`src/core/asbr_params.svh`:
```
// offsets, field positions, reset values and timing figures of the status bank
`ifndef ASBR_PARAMS_SVH
`define ASBR_PARAMS_SVH
// ==========================================================
// register offsets
`define ASBR_OFS_SETPOINT   16'h0001
`define ASBR_OFS_OVERRIDE   16'h0002
`define ASBR_OFS_COMMAND    16'h0003
`define ASBR_OFS_STATUS     16'h0069
`define ASBR_OFS_LOWER      16'h006a
`define ASBR_OFS_UPPER      16'h006b
`define ASBR_OFS_SENSOR     16'h006c
`define ASBR_OFS_COMMLOSS   16'h006d
// ==========================================================
// fields and codes
`define ASBR_CMD_CLR_FAULT  16'h0004
`define ASBR_BIT_ACTIVITY   8
`define ASBR_BIT_GEAR       9
`define ASBR_BIT_BUSTRIP    10
`define ASBR_LIVE_MASK      8'h11
`define ASBR_FIRE_MASK      8'hf0
`define ASBR_LIMIT_FULL     16'h2710
`define ASBR_UPPER_MIN      16'h07d0
`define ASBR_SENSOR_MAX     16'h0004
`define ASBR_ACTION_MAX     16'h0002
`define ASBR_ADDR_MIN       5'h01
`define ASBR_ADDR_MAX       5'h10
// ==========================================================
// reset values
`define ASBR_RST_LOWER      16'h0000
`define ASBR_RST_UPPER      16'h2710
`define ASBR_RST_SENSOR     16'h0000
`define ASBR_RST_ACTION     16'h0000
// ==========================================================
// timing: clock in MHz, times in ms, ASBR_WDOG_S in s
`define ASBR_CLK_MHZ        100
`define ASBR_TICK_MS        1
`define ASBR_TICK_CYC       (`ASBR_TICK_MS * 1000 * `ASBR_CLK_MHZ)
`define ASBR_WDOG_S         120
`define ASBR_WDOG_MS        (`ASBR_WDOG_S * 1000)
`define ASBR_ADDR_HOLD_MS   3000
`define ASBR_RESET_HOLD_MS  5000
`define ASBR_BLINK_MS       250
`endif

```
`src/core/asbr_pkg.sv`:
```
// types of the actuator status and bus-fail register bank
package asbr_pkg;
  typedef enum logic [2:0] {
    ASBR_POWERUP = 3'b001,
    ASBR_NORMAL  = 3'b010,
    ASBR_ADDRESS = 3'b100
  } asbr_mode_t;

  typedef struct packed {
    logic [1:0]  yel_sync;
    logic [1:0]  grn_sync;
    logic [1:0]  gear_sync;
    logic        yel_prev;
    logic        grn_prev;
    asbr_mode_t  mode;
    logic [16:0] tick_cnt;
    logic        tick;
    logic [16:0] wdog_ms;
    logic        bus_trip;
    logic [12:0] hold_ms;
    logic        hold_done;
    logic [7:0]  fault;
    logic [15:0] lower;
    logic [15:0] upper;
    logic [15:0] sensor;
    logic [15:0] action;
    logic [4:0]  pend_addr;
    logic [4:0]  bus_addr;
    logic [7:0]  blink_ms;
    logic        blink_ph;
    logic [4:0]  pulse_idx;
    logic        factory_blink;
    logic [15:0] rdata;
    logic        green_led;
    logic        yellow_led;
    logic        adapt_start;
    logic        factory_reset;
    logic        rapid_close;
    logic        rapid_open;
  } asbr_state_t;
endpackage : asbr_pkg

```
`src/core/asbr_regs.sv`:
```
// actuator status, limit, sensor-type and bus-fail registers with button/LED control
// Operation
// - low status byte bits 0..2 report utilisation, path and overload faults
// - bits 4..7 report fire-protection faults, only on fire variants
// - bit 8 activity, bit 9 gear disengaged, bit 10 bus monitor tripped
// - command code 4 written to the command register clears latched faults
// - fault bits 0 and 4 ignore the clear and follow their condition
// - lower limit holds 0..10000 hundredths of a percent
// - upper limit holds 2000..10000 hundredths of a percent
// - sensor type codes 0..4: none, mV, 1k, 20k, contact
// - comm-loss action 0 keeps last setpoint forever
// - with monitoring, 120 s without setpoint/override write drives to fail position
// - action 1 rapid close, 2 rapid open on timeout
// - watchdog expiry sets the bus-monitor-tripped status flag
// - yellow held over 3 s in operation toggles address mode
// - in address mode each yellow press advances pending address 1..16
// - green flashes pending address count; green press confirms it
// - yellow held over 5 s at power-up restores comm defaults, green flashes
// - green press in standard mode starts adaptation; yellow lit meanwhile
// - yellow lit steadily in address mode
// - green lit in operation, dark on malfunction
// - gear button held stops motor and sets gear flag
`include "asbr_params.svh"
`timescale 1ns/1ps
`default_nettype none
module asbr_regs #(
  parameter int unsigned TICK_CYC   = `ASBR_TICK_CYC,
  parameter int unsigned WDOG_MS    = `ASBR_WDOG_MS,
  parameter int unsigned ADDR_HOLD  = `ASBR_ADDR_HOLD_MS,
  parameter int unsigned RESET_HOLD = `ASBR_RESET_HOLD_MS,
  parameter int unsigned BLINK_MS   = `ASBR_BLINK_MS,
  parameter bit          FIRE_VARIANT = 1'b0
) (
  // clock and reset
  input  wire logic        core_clk_i,
  input  wire logic        rst_n_i,
  // register port from the frame decoder
  input  wire logic        reg_wr_i,
  input  wire logic [15:0] reg_addr_i,
  input  wire logic [15:0] reg_wdata_i,
  output logic      [15:0] reg_rdata_o,
  // conditions from the drive
  input  wire logic [7:0]  fault_cond_i,
  input  wire logic        activity_i,
  // push-button pins
  input  wire logic        yellow_btn_i,
  input  wire logic        green_btn_i,
  input  wire logic        gear_btn_i,
  // indications and commands
  output logic             green_led_o,
  output logic             yellow_led_o,
  output logic             motor_stop_o,
  output logic             adapt_start_o,
  output logic             factory_reset_o,
  output logic             rapid_close_o,
  output logic             rapid_open_o,
  output logic      [4:0]  bus_addr_o
);
  asbr_pkg::asbr_state_t s;
  asbr_pkg::asbr_state_t next_s;
  logic [15:0] status;
  logic [7:0]  fault_mask;
  logic        wr_setp;
  logic        yel_rise;
  logic        yel_fall;
  logic        grn_rise;

  // ==========================================================
  // status word and decode
  assign fault_mask = FIRE_VARIANT ? 8'hf7 : 8'h07;
  always_comb
  begin
    status = 16'h0000;
    status[7:0] = s.fault & fault_mask;
    status[`ASBR_BIT_ACTIVITY] = activity_i;
    status[`ASBR_BIT_GEAR]     = s.gear_sync[1];
    status[`ASBR_BIT_BUSTRIP]  = s.bus_trip;
  end
  assign wr_setp  = reg_wr_i && (reg_addr_i == `ASBR_OFS_SETPOINT ||
                                 reg_addr_i == `ASBR_OFS_OVERRIDE);
  assign yel_rise = s.yel_sync[1] && !s.yel_prev;
  assign yel_fall = !s.yel_sync[1] && s.yel_prev;
  assign grn_rise = s.grn_sync[1] && !s.grn_prev;

  // ==========================================================
  // next state
  always_comb
  begin
    next_s = s;
    next_s.yel_sync  = {s.yel_sync[0], yellow_btn_i};
    next_s.grn_sync  = {s.grn_sync[0], green_btn_i};
    next_s.gear_sync = {s.gear_sync[0], gear_btn_i};
    next_s.yel_prev  = s.yel_sync[1];
    next_s.grn_prev  = s.grn_sync[1];
    next_s.adapt_start   = 1'b0;
    next_s.factory_reset = 1'b0;
    // millisecond enable; avoids 34-bit counters for the 120 s watchdog
    next_s.tick = (s.tick_cnt == 17'(TICK_CYC - 1));
    next_s.tick_cnt = next_s.tick ? 17'h00000 : s.tick_cnt + 17'h00001;

    // latched faults: set beats clear, live bits follow condition
    if (reg_wr_i && reg_addr_i == `ASBR_OFS_COMMAND &&
        reg_wdata_i == `ASBR_CMD_CLR_FAULT)
      next_s.fault = s.fault & `ASBR_LIVE_MASK;
    next_s.fault = (next_s.fault & ~`ASBR_LIVE_MASK) | fault_cond_i |
                   (fault_cond_i & `ASBR_LIVE_MASK);
    next_s.fault = (next_s.fault & ~`ASBR_LIVE_MASK) |
                   (fault_cond_i & `ASBR_LIVE_MASK);

    // configuration writes, out-of-range values are dropped
    if (reg_wr_i)
    begin
      case (reg_addr_i)
        `ASBR_OFS_LOWER:
          if (reg_wdata_i <= `ASBR_LIMIT_FULL) next_s.lower = reg_wdata_i;
        `ASBR_OFS_UPPER:
          if (reg_wdata_i >= `ASBR_UPPER_MIN && reg_wdata_i <= `ASBR_LIMIT_FULL)
            next_s.upper = reg_wdata_i;
        `ASBR_OFS_SENSOR:
          if (reg_wdata_i <= `ASBR_SENSOR_MAX) next_s.sensor = reg_wdata_i;
        `ASBR_OFS_COMMLOSS:
          if (reg_wdata_i <= `ASBR_ACTION_MAX) next_s.action = reg_wdata_i;
        default: ;
      endcase
    end

    // communication watchdog
    // new action takes effect at once, so a trip never outlives monitoring
    if (wr_setp || next_s.action == 16'h0000)
    begin
      next_s.wdog_ms  = 17'h00000;
      next_s.bus_trip = 1'b0;
    end
    else if (s.tick && !s.bus_trip)
    begin
      if (s.wdog_ms == 17'(WDOG_MS - 1))
        next_s.bus_trip = 1'b1;
      else
        next_s.wdog_ms = s.wdog_ms + 17'h00001;
    end
    next_s.rapid_close = next_s.bus_trip && next_s.action == 16'h0001;
    next_s.rapid_open  = next_s.bus_trip && next_s.action == 16'h0002;

    // yellow hold timer, one shot per press
    next_s.hold_done = s.hold_done;
    if (!s.yel_sync[1])
    begin
      next_s.hold_ms   = 13'h0000;
      next_s.hold_done = 1'b0;
    end
    else if (s.tick && s.hold_ms != 13'h1fff)
      next_s.hold_ms = s.hold_ms + 13'h0001;

    // blink pacing for the green address pulses
    if (s.tick)
    begin
      if (s.blink_ms == 8'(BLINK_MS - 1))
      begin
        next_s.blink_ms = 8'h00;
        next_s.blink_ph = !s.blink_ph;
        if (s.blink_ph)
          next_s.pulse_idx = (s.pulse_idx == s.pend_addr + 5'h03) ? 5'h00 :
                             s.pulse_idx + 5'h01;
      end
      else
        next_s.blink_ms = s.blink_ms + 8'h01;
    end

    case (s.mode)
      asbr_pkg::ASBR_POWERUP:
      begin
        // only a yellow held from power-up may restore defaults
        // decide only at the first tick, once the pin synchroniser has filled;
        // limitation: TICK_CYC must be 2 or more
        if (s.tick && !s.yel_sync[1] && s.hold_ms == 13'h0000 && !s.factory_blink)
          next_s.mode = asbr_pkg::ASBR_NORMAL;
        else if (yel_fall)
          next_s.mode = asbr_pkg::ASBR_NORMAL;
        else if (!s.hold_done && s.hold_ms > 13'(RESET_HOLD))
        begin
          next_s.hold_done     = 1'b1;
          next_s.factory_reset = 1'b1;
          next_s.factory_blink = 1'b1;
          next_s.bus_addr      = `ASBR_ADDR_MIN;
          next_s.pend_addr     = `ASBR_ADDR_MIN;
        end
      end
      asbr_pkg::ASBR_NORMAL:
      begin
        next_s.factory_blink = 1'b0;
        if (!s.hold_done && s.hold_ms > 13'(ADDR_HOLD))
        begin
          next_s.hold_done = 1'b1;
          next_s.mode      = asbr_pkg::ASBR_ADDRESS;
          next_s.pend_addr = s.bus_addr;
          next_s.pulse_idx = 5'h00;
        end
        else if (grn_rise)
          next_s.adapt_start = 1'b1;
      end
      asbr_pkg::ASBR_ADDRESS:
      begin
        if (!s.hold_done && s.hold_ms > 13'(ADDR_HOLD))
        begin
          next_s.hold_done = 1'b1;
          next_s.mode      = asbr_pkg::ASBR_NORMAL;
        end
        else if (yel_fall && !s.hold_done)
          next_s.pend_addr = (s.pend_addr == `ASBR_ADDR_MAX) ? `ASBR_ADDR_MIN :
                             s.pend_addr + 5'h01;
        else if (grn_rise)
        begin
          next_s.bus_addr = s.pend_addr;
          next_s.mode     = asbr_pkg::ASBR_NORMAL;
        end
      end
      default: next_s.mode = asbr_pkg::ASBR_NORMAL;
    endcase

    // indications
    if (next_s.mode == asbr_pkg::ASBR_ADDRESS)
      next_s.green_led = s.blink_ph && (s.pulse_idx < s.pend_addr);
    else if (s.factory_blink)
      next_s.green_led = s.blink_ph;
    else
      next_s.green_led = (status[7:0] == 8'h00);
    next_s.yellow_led = activity_i ||
                        next_s.mode == asbr_pkg::ASBR_ADDRESS;

    case (reg_addr_i)
      `ASBR_OFS_STATUS:   next_s.rdata = status;
      `ASBR_OFS_LOWER:    next_s.rdata = s.lower;
      `ASBR_OFS_UPPER:    next_s.rdata = s.upper;
      `ASBR_OFS_SENSOR:   next_s.rdata = s.sensor;
      `ASBR_OFS_COMMLOSS: next_s.rdata = s.action;
      default:            next_s.rdata = 16'h0000;
    endcase
  end

  // ==========================================================
  // state register
  always_ff @(posedge core_clk_i or negedge rst_n_i)
  begin
    if (!rst_n_i)
    begin
      s <= '0;
      s.mode      <= asbr_pkg::ASBR_POWERUP;
      s.lower     <= `ASBR_RST_LOWER;
      s.upper     <= `ASBR_RST_UPPER;
      s.sensor    <= `ASBR_RST_SENSOR;
      s.action    <= `ASBR_RST_ACTION;
      s.pend_addr <= `ASBR_ADDR_MIN;
      s.bus_addr  <= `ASBR_ADDR_MIN;
    end
    else
      s <= next_s;
  end

  assign reg_rdata_o     = s.rdata;
  assign green_led_o     = s.green_led;
  assign yellow_led_o    = s.yellow_led;
  assign motor_stop_o    = s.gear_sync[1];
  assign adapt_start_o   = s.adapt_start;
  assign factory_reset_o = s.factory_reset;
  assign rapid_close_o   = s.rapid_close;
  assign rapid_open_o    = s.rapid_open;
  assign bus_addr_o      = s.bus_addr;
endmodule : asbr_regs
`default_nettype wire

```
`config.mk`:
```
export PLATFORM = sky130hd
export DESIGN_NAME = asbr_regs
export DESIGN_NICKNAME = d
export VERILOG_FILES = /design/src/core/asbr_pkg.sv /design/src/core/asbr_regs.sv
export VERILOG_INCLUDE_DIRS = /design/src /design/src/core
export SDC_FILE = /design/constraint.sdc
export NUM_CORES = 1
export LEC_CHECK = 0
export BUFFER_PORTS_ARGS = -buffer_cell sky130_fd_sc_hd__buf_2
export CORE_MARGIN = 5
export CORE_UTILIZATION = 60
export CTS_BUF_LIST = sky130_fd_sc_hd__clkbuf_4 sky130_fd_sc_hd__clkbuf_8
export CTS_CLUSTER_DIAMETER = 30
export CTS_CLUSTER_SIZE = 20
export DETAILED_ROUTE_END_ITERATION = 16
export GPL_TIMING_DRIVEN = 0
export PLACE_DENSITY = 0.79
export REMOVE_ABC_BUFFERS = 1
export SKIP_LAST_GASP = 1
export SYNTH_ARGS = -nofsm -noshare
export SYNTH_HDL_FRONTEND = slang
export SYNTH_SLANG_ARGS = --single-unit
```
`constraint.sdc`:
```
create_clock -name core_clk_i -period 3.1 [get_ports core_clk_i]
set_clock_uncertainty 0.05 [all_clocks]
set_input_delay 0.465 -clock core_clk_i [delete_from_list [all_inputs] [get_ports core_clk_i]]
set_output_delay 0.465 -clock core_clk_i [all_outputs]
set_load 0.05 [all_outputs]
```
# Word-level counts from Yosys, hierarchy flattened
# Index checks and enable logic that the tools add are counted.
[op_classes]
n_reduce_logical = 42
mux = 56
order_cmp = 7
bitwise_logic = 3
n_addsub = 7
n_eq_ne = 31
[ops]
columns = ["cell", "n"]
rows = [
  ["16-bit by 7-bit equality test with 1-bit output (second input constant)", 5],
  ["16-bit case mux with 5 select lines", 1],
  ["5-bit 2-to-1 mux", 11],
  ["16-bit by 2-bit equality test with 1-bit output (second input constant)", 3],
  ["16-bit 2-to-1 mux", 3],
  ["10-bit 2-to-1 mux", 4],
  ["18-bit 2-to-1 mux", 2],
  ["17-bit by 1-bit adder with 17-bit output (second input constant)", 2],
  ["17-bit equality test (second input constant)", 2],
  ["17-bit 2-to-1 mux", 2],
  ["16-bit by 1-bit equality test with 1-bit output (second input constant)", 2],
  ["13-bit 2-to-1 mux", 2],
  ["1-bit 2-to-1 mux", 18],
  ["3-bit 2-to-1 mux", 6],
  ["2-bit inequality test (second input constant)", 9],
  ["1-bit logical AND", 17],
  ["16-bit by 3-bit equality test with 1-bit output (second input constant)", 1],
  ["16-bit by 11-bit greater-or-equal comparator with 1-bit output (second input constant)", 1],
  ["16-bit by 14-bit less-or-equal comparator with 1-bit output (second input constant)", 1],
  ["16-bit by 2-bit less-or-equal comparator with 1-bit output (second input constant)", 1],
  ["16-bit by 3-bit less-or-equal comparator with 1-bit output (second input constant)", 1],
  ["16-bit zero test", 1],
  ["8-bit 2-to-1 mux", 2],
  ["8-bit by 5-bit bitwise OR with 8-bit output", 2],
  ["31 further kinds", 47],
]
[totals]
out_inout_bits = 28
regBits = 180

# Logic depth before layout (Yosys ltp)
# Gate-level depths: netlist of run 1.
[logic_depth]
depth_word = 8
ltp_mapped = 9
depth_no_buf = 9

# Least setup slack after synthesis of run 1
# No wires, ideal clock.
[synth_path]
kind = "input to register"
from = "input reg_wdata_i[1]"
to = "register s[85] (netlist bit)"
arrival_ps = 2139
slack_ps = 786
required_time_ps = 2925
path_stages = 8
path_buffers = 2
path_cell_list = "buf_6 > o41ai_2 > a21oi_1 > or3_1 > a21oi_2 > nand3_2 > buf_6 > mux2_4"
[synth_between]
elab_chain_len = 3
[synth_lines]
columns = ["element", "line_no", "text"]
rows = [
  ["start, declared", "asbr_regs.sv:40", "input wire logic [15:0] reg_wdata_i,"],
  ["16-bit by 11-bit greater-or-equal comparator with 1-bit output (no source line) / 16-bit by 14-bit less-or-equal comparator with 1-bit output (equally long branches)", "--", ""],
  ["1-bit logical AND (no source line) *", "--", ""],
  ["3-bit AND reduction (no source line) *", "--", ""],
  ["end signal, assigned", "asbr_regs.sv:256", "s <= next_s;"],
  ["end, declared", "asbr_regs.sv:59", "asbr_pkg::asbr_state_t s;"],
]
# Mark *: on every way between the ends. The rest lies on a longest branch, timed or not.
# A chain may end at the register's enable or synchronous reset.

==> results of run 1 <==
-- metal layers --
layer | up-vias | GRT usage
met5 | - | 0
met4 | 0 | 0.110
met3 | 41 | 0.0510
met2 | 202 | 0.378
met1 | 2959 | 0.286
li1 | 2792 | -
-- registers in the layout, summed over array words and instances, names as in the netlist, 5 cells and up --
register     count
s              142
reg_rdata_o     16
bus_addr_o       5
next_s           5
-- worst min path at each step --
stage	endpoint
floorplan	adapt_start_o
detailed placement	motor_stop_o
global route	next_s[179]
finish	next_s[175]
global placement	motor_stop_o
CTS	next_s[175]
-- cells by family (layout without fill, tap and decap cells) --
| kind of cell | Yosys count | after routing | share of synthesized area |
|---|---|---|---|
| adders and majority gates | 15 | 15 | 0.0227 |
| xor gates and xnor gates | 49 | 49 | 0.0518 |
| and+or+nand+nor | 319 | 319 | 0.202 |
| AOI/OAI and AO/OA | 100 | 100 | 0.0869 |
| muxes | 43 | 43 | 0.0647 |
| buffers and inverters | 64 | 126 | 0.0417 |
| DFF | 175 | 175 | 0.530 |
-- per-stage QoR --
step                      power [W]  hold WS, ns   util  area (sq um)  std cells
after CTS                   0.00418       0.0345  0.663          9090       1007
after global placement      0.00246        0.285  0.626          8590        972
after global routing        0.00430       0.0360  0.663          9090       1007
final                       0.00415       0.0577  0.663          9090       1007
after detailed placement    0.00247        0.289  0.630          8640        974
after floorplan             0.00236        0.119      -          8020        723
-- synthesized netlist by cell type, types with 7 or more instances --
library cell and number:
dfstp_2 8, nor2_1 73, clkbuf_1 13, nor4_1 13
dfrtp_1 167, nand3_1 27, o21ai_0 24, buf_4 21
nand2_1 68, and3_1 14, nand4_1 17, inv_1 22
ha_1 15, nor3_1 22, xnor2_1 24, mux2_4 15
a222oi_1 16, nor2b_1 33, a22oi_1 7, or3_1 9
and2_1 7, xor2_1 25, mux2_2 24, a21oi_1 19
-- worst max-delay path: stages --
cell	delay, ns
buf_2	0.14
nor4_1	0.45
and4_1	0.30
and3_1	0.60
o21ai_2	0.38
a211o_1	0.38
nor3_1	0.32
-- power breakdown --
group          switching (W)  total, W  internal, W
Combinational      0.0000970  0.000133    0.0000360
Clock               0.000793   0.00173     0.000935
Sequential        0.00000334   0.00229      0.00229
Total               0.000894   0.00415      0.00326
-- layout by cell type (no fill, tap or decap), drive strengths merged, types with 4 or more instances in the layout --
master,netlist,layout
clkbuf,13,22
a21oi,20,20
nor2,73,73
nor2b,33,33
o21a,4,4
dfrtp,167,167
nand4,17,17
and4,5,5
clkinv,0,4
inv,22,23
nor4b,4,4
buf,29,71
bufinv,0,4
and3,14,14
nor3,22,22
o21ai,25,25
xor2,25,25
a22oi,7,7
ha,15,15
mux2,39,39
nor4,16,16
a222oi,16,16
nand2,68,68
mux2i,4,4
nand3,28,28
and2,9,9
nand2b,5,5
dfstp,8,8
or3,9,9
xnor2,24,24
-- area by class of cell --
type,instances,area share
clock buffers,22,0.0305
clock inverters,10,0.0176
inverters,22,0.00908
multi-input cells,526,0.391
flip-flops and latches,175,0.483
well taps,180,0.0248
repair buffers,72,0.0444
==> metrics.txt, run 1 <==
M1 wire length=7.44 mm; R2R depth=5; beginning of the worst hold path=gear_btn_i; initial antenna violation count=0; EDFF count, synth=0; cts bufs inserted=17; sequential area share after synthesis=0.530; post-synth top area cell=dfrtp_1; endpoints failing hold=0; Starting DRT DRC Count=517; post-synthesis async set-or-reset flop share=1.00; clock slew at reported path FFs=0.09 ns; Max Slew Vio Count=0; Die Height=127 microns; gpl congestion=0.899; # IOs=75; # DRC=0; status=finished clean; worst reg-to-reg setup slack=0.52 ns; Die X=127 microns; P_leak=4.30 nW; FF+latch area=0.00439 sq mm; hold buffers post-CTS=1; min-delay worst type=input port to flip-flop; GR Util All Layers=0.228; final setup TNS=0 ns; HPWL Detailed=12.4 mm; n_diodes=0; total congestion overflow=0; Seq cells post-synth=175; Critical Path Source=reg_wdata_i[12]; RSZ-0062 raised after global routing=no; synth unique cells=66; Root Driver=clkbuf_8; vias per inst=5.95; post-synth top area share=0.505; Most used DFF post-synth=dfrtp_1; final worst setup slack=0.342 ns; gate count after technology mapping=765; fmax=0.363 GHz; H-tree Lvls=4; yosys warns=0; Initial Util=0.603; DR WL met2=8.69 mm; first-pass GRT wire length=29.7 mm; hold depth=1; main area contributors after synthesis=dfrtp_1, nor2_1, mux2_2; worst slew pin tran=1.31 ns; CP Max Fanout=19; Worst-Skew Late Latency=0.46 ns; final number of setup-violating endpoints=0; CP endpoint=rapid_open_o; Routed Antenna Nets=0; Area growth syn-to-layout=9.85%; P per Cell Area=457 mW/mm^2; DP Worst Slack=-0.106 ns; # rows=43; Relative slew margins=0.123; largest net degree at the start of global routing=118; Max Root-Sink Buffers=2; multi-input logic area=0.00356 sq mm; full die area=0.0162 sq mm; detailed-route wire length per cell=17.5 microns; share of cells above drive strength 1=0.204; core area=0.0137 sq mm; Post-Syn Area=0.00828 sq mm; CP arrival=3.05 ns; WS Path Type=input port to flip-flop; DR pass1 iterations=6; Syn Area/Cell=10.8 sq um; via count=5994; CTS tree=built; VDD IR-drop max=0.351 mV; Final nets=876; minimum clock period=2.76 ns; FILL cells=1031; Max Cap Viol=0; vias in the first global route=6157; number of clock sinks=175; Worst Path Required=3.39 ns; FF-to-FF End=s[42]; number of port buffers=69; Setup crit end kind=flip-flop; post-CTS setup buffer count=0; critical path startpoint category=input port; Final period util=0.890; reg2reg start=s[151]; met3 WL post-DR=1.00 mm; CTS resizes=0; uppermost layer routed=met4; drt total wl=17.6 mm
Power figures use the tool's default switching activity.
==> run 2, diff against run 1 <==
- ABC_AREA: not set -> 1
==> run 2 against run 1 <==
Net effect:
- power shrank 3.4%
- worst setup slack gained 0.16 ns
- die area grew 3.8%
- hold slack gained 0.0020 ns
- sequential share of layout area shrank 1.5 points
- utilization grew 0.78 points
- count of clock-buffer cells in the layout shrank 4
- critical path type unchanged
- critical endpoint is now s[102]
==> metrics.txt, run 2 <==
vias in the first global route=6361 (+3.3%); Post-Synth Simple-Gate Area=0.245 (+0.0428); CP arrival=2.88 ns (-0.17 ns); largest net degree at the start of global routing=110 (-6.8%); Hold WS=0.0597 ns (+0.00198 ns); Post-Syn Area=0.00862 sq mm (+4.1%); R2R depth=10 (+5); WS Path Type=input port to flip-flop; Max Slew Vio Count=0 (unchanged); DR pass1 iterations=5 (-1); endpoints failing hold=0 (unchanged); Comb pwr share=0.036 (+0.004); EDFF count, synth=0 (unchanged); Die X=130 microns (+1.9%); Relative slew margins=0.175 (+0.0521); number of port buffers=69 (unchanged); commonest non-fill, non-tap cells in the layout=nand2_1, dfrtp_1, inv_1; Setup crit end kind=flip-flop; synth unique cells=46 (-30%); P_leak=4.83 nW (+12%); VDD IR-drop max=0.293 mV (-16%); CP Max Fanout=30 (+11); GR Util All Layers=0.224 (-0.00480); cts bufs inserted=17 (unchanged); HPWL Detailed=12.3 mm (-0.50%); # DRC=0 (unchanged); internal power=0.00300 W (-7.8%); top cells by count, synth=nand2_1, dfrtp_1, inv_1, nor2_1, nand3_1; post-CTS setup buffer count=0 (unchanged); Routed Antenna Nets=0 (unchanged); share of cells above drive strength 1=0.143 (-0.0614); Area growth syn-to-layout=8.85%; switching share of power=0.251 (+0.0360); XOR/XNOR Fraction of Synth Area=0.0376 (-0.0142); minimum clock period=2.60 ns (-0.156 ns); final setup TNS=0 ns (unchanged); most common cell in the netlist=nand2_1; switching pwr=0.00101 W (+13%); Max Cap Viol=0 (unchanged); Root Driver=clkbuf_8; largest register by flop count=s; min-delay worst type=input port to flip-flop; Starting DRT DRC Count=482 (-6.8%); Worst-Skew Late Latency=0.46 ns (about the same); final number of setup-violating endpoints=0 (unchanged); full die area=0.0169 sq mm (+3.8%); detailed-route wire length per cell=13.9 microns (-20%); fmax=0.384 GHz (+6.0%); core area=0.0140 sq mm (+2.0%); main area contributors after synthesis=dfrtp_1, nand2_1, inv_1; # IOs=75 (unchanged); Die Height=130 microns (+1.9%); sequential area share after synthesis=0.509 (-0.0209); P per Cell Area=428 mW/mm^2 (-6.3%); Synth Area in Adders=0.0218 (-0.000895); hold depth=1 (unchanged); clock slew at reported path FFs=0.10 ns (about the same); Syn Area/Cell=8.50 sq um (-21%); H-tree Lvls=4 (unchanged); post-layout util=0.671 (+0.00782); Final period util=0.840 (-0.0502); first-pass GRT wire length=30.4 mm (+2.2%); CTS tree=built; gate count after technology mapping=1014 (+33%); number of clock sinks=175 (unchanged); Reg power frac=0.572 (+0.020); most common cell after layout, fill and taps aside=nand2_1; # rows=43 (unchanged); post-synthesis async set-or-reset flop share=1.00 (unchanged); Seq cells post-synth=175 (unchanged); Clk pwr share=0.392 (-0.024); vias per inst=5.30 (-11%); Final nets=1126 (+29%); Initial Util=0.616 (+0.0127); critical path startpoint category=input port; Max Root-Sink Buffers=2 (unchanged); worst slew pin tran=1.23 ns (-0.0762 ns); via count=6658 (+11%); total congestion overflow=0 (unchanged); gpl congestion=0.893 (-0.73%); n_diodes=0 (unchanged); mux contribution to synthesized area=0.00116 (-0.0635); yosys warns=0 (unchanged); post-synth top area cell=dfrtp_1; Compound-Gate Fraction of Synth Area=0.0897 (+0.00281); post-synth top area share=0.485 (-0.0199); initial antenna violation count=0 (unchanged); main combinational cell family by area after synthesis=simple AND/OR/NAND/NOR gates; Worst Path Required=3.38 ns (about the same); status=finished clean; max reg flops=142 (unchanged); Most used DFF post-synth=dfrtp_1; drt total wl=17.5 mm (-0.65%); RSZ-0062 raised after global routing=no
-- run 2: cell types whose count changed after synthesis, sizes merged, moves of 13 or more --
cell    change
mux2       -39
inv       +127
and3       -13
nand2     +131
nor2       +57
o22ai      +14
a222oi     -16
nor2b      -33
o21ai      +41
xnor2      -14
a21oi      +22
nand3      +28
-- run 2: cells by family (layout without fill, tap and decap cells) --
family	count (synthesis)	after routing
AO/OA/AOI/OAI	141	141
XOR/XNOR	37	37
adder cells (fa/ha/maj)	15	15
buffers and inverters	191	254
flip-flops	175	175
multiplexers	1	1
AND/OR/NAND/NOR	454	454
-- run 2: repair_timing --
item / 4_1_cts / 5_1_grt
endpoints found under the hold margin: 63 / 0
hold buffers: 1 / 0
gates resized for setup: 0 / 2
setup endpoints to repair: 0 / 21
-- run 2: power by group through the flow --
stage | clock (W) | combinational [W] | sequential [W]
floorplan | 0 | 0.0000373 | 0.00235
global placement | 0 | 0.000138 | 0.00234
detailed placement | 0 | 0.000145 | 0.00234
CTS | 0.00160 | 0.000147 | 0.00229
global route | 0.00171 | 0.000166 | 0.00230
finish | 0.00157 | 0.000143 | 0.00229
-- run 2: metrics by stage --
stage / std cells / cell area [sq um] / setup WS (ns) / total power (W)
after floorplan: 974 / 8360 / 0.621 / 0.00238
after global placement: 1223 / 8930 / -1.16 / 0.00248
after detailed placement: 1224 / 8970 / -0.373 / 0.00248
after CTS: 1257 / 9370 / 0.118 / 0.00405
after global routing: 1257 / 9380 / 0.283 / 0.00417
final: 1257 / 9380 / 0.497 / 0.00401
-- run 2: area by class of cell --
cell class / instances / area (sq um)
clock inverters: 14 / 150
flip-flops and latches: 175 / 4390
inverters: 151 / 568
multi-input cells: 648 / 3420
repair buffers: 71 / 393
fillers: 1160 / 4610
clock buffers: 18 / 241
well taps: 180 / 225
-- run 2: final timing paths --
kind	start	endpoint	slack, ns
worst max-delay path	reg_addr_i[15]	s[102]	0.50
worst min-delay path	yellow_btn_i	next_s[179]	0.06
worst max register to register	s[169]	s[43]	0.73
max in group asynchronous	rst_n_i	s[42]	1.65
worst min register to register	next_s[175]	motor_stop_o	0.32
min in group asynchronous	rst_n_i	reg_rdata_o[13]	0.48
-- run 2: worst max-delay path, stage by stage --
cell     delay, ns
buf_2         0.10
nor2_1        0.09
nand2_1       0.07
nor2_2        0.16
nand2_2       0.13
inv_1         0.11
nand2_2       0.09
nor3_4        0.67
nand3_2       0.67
nand2_1       0.24
o21ai_1       0.09
-- run 2: layer usage --
metal / GRT usage / share of wire / up-vias
met5: 0 / 0 / -
met4: 0.0526 / 0.012 / 0
met3: 0.0536 / 0.052 / 16
met2: 0.360 / 0.47 / 175
met1: 0.311 / 0.46 / 3125
li1: - / - / 3342
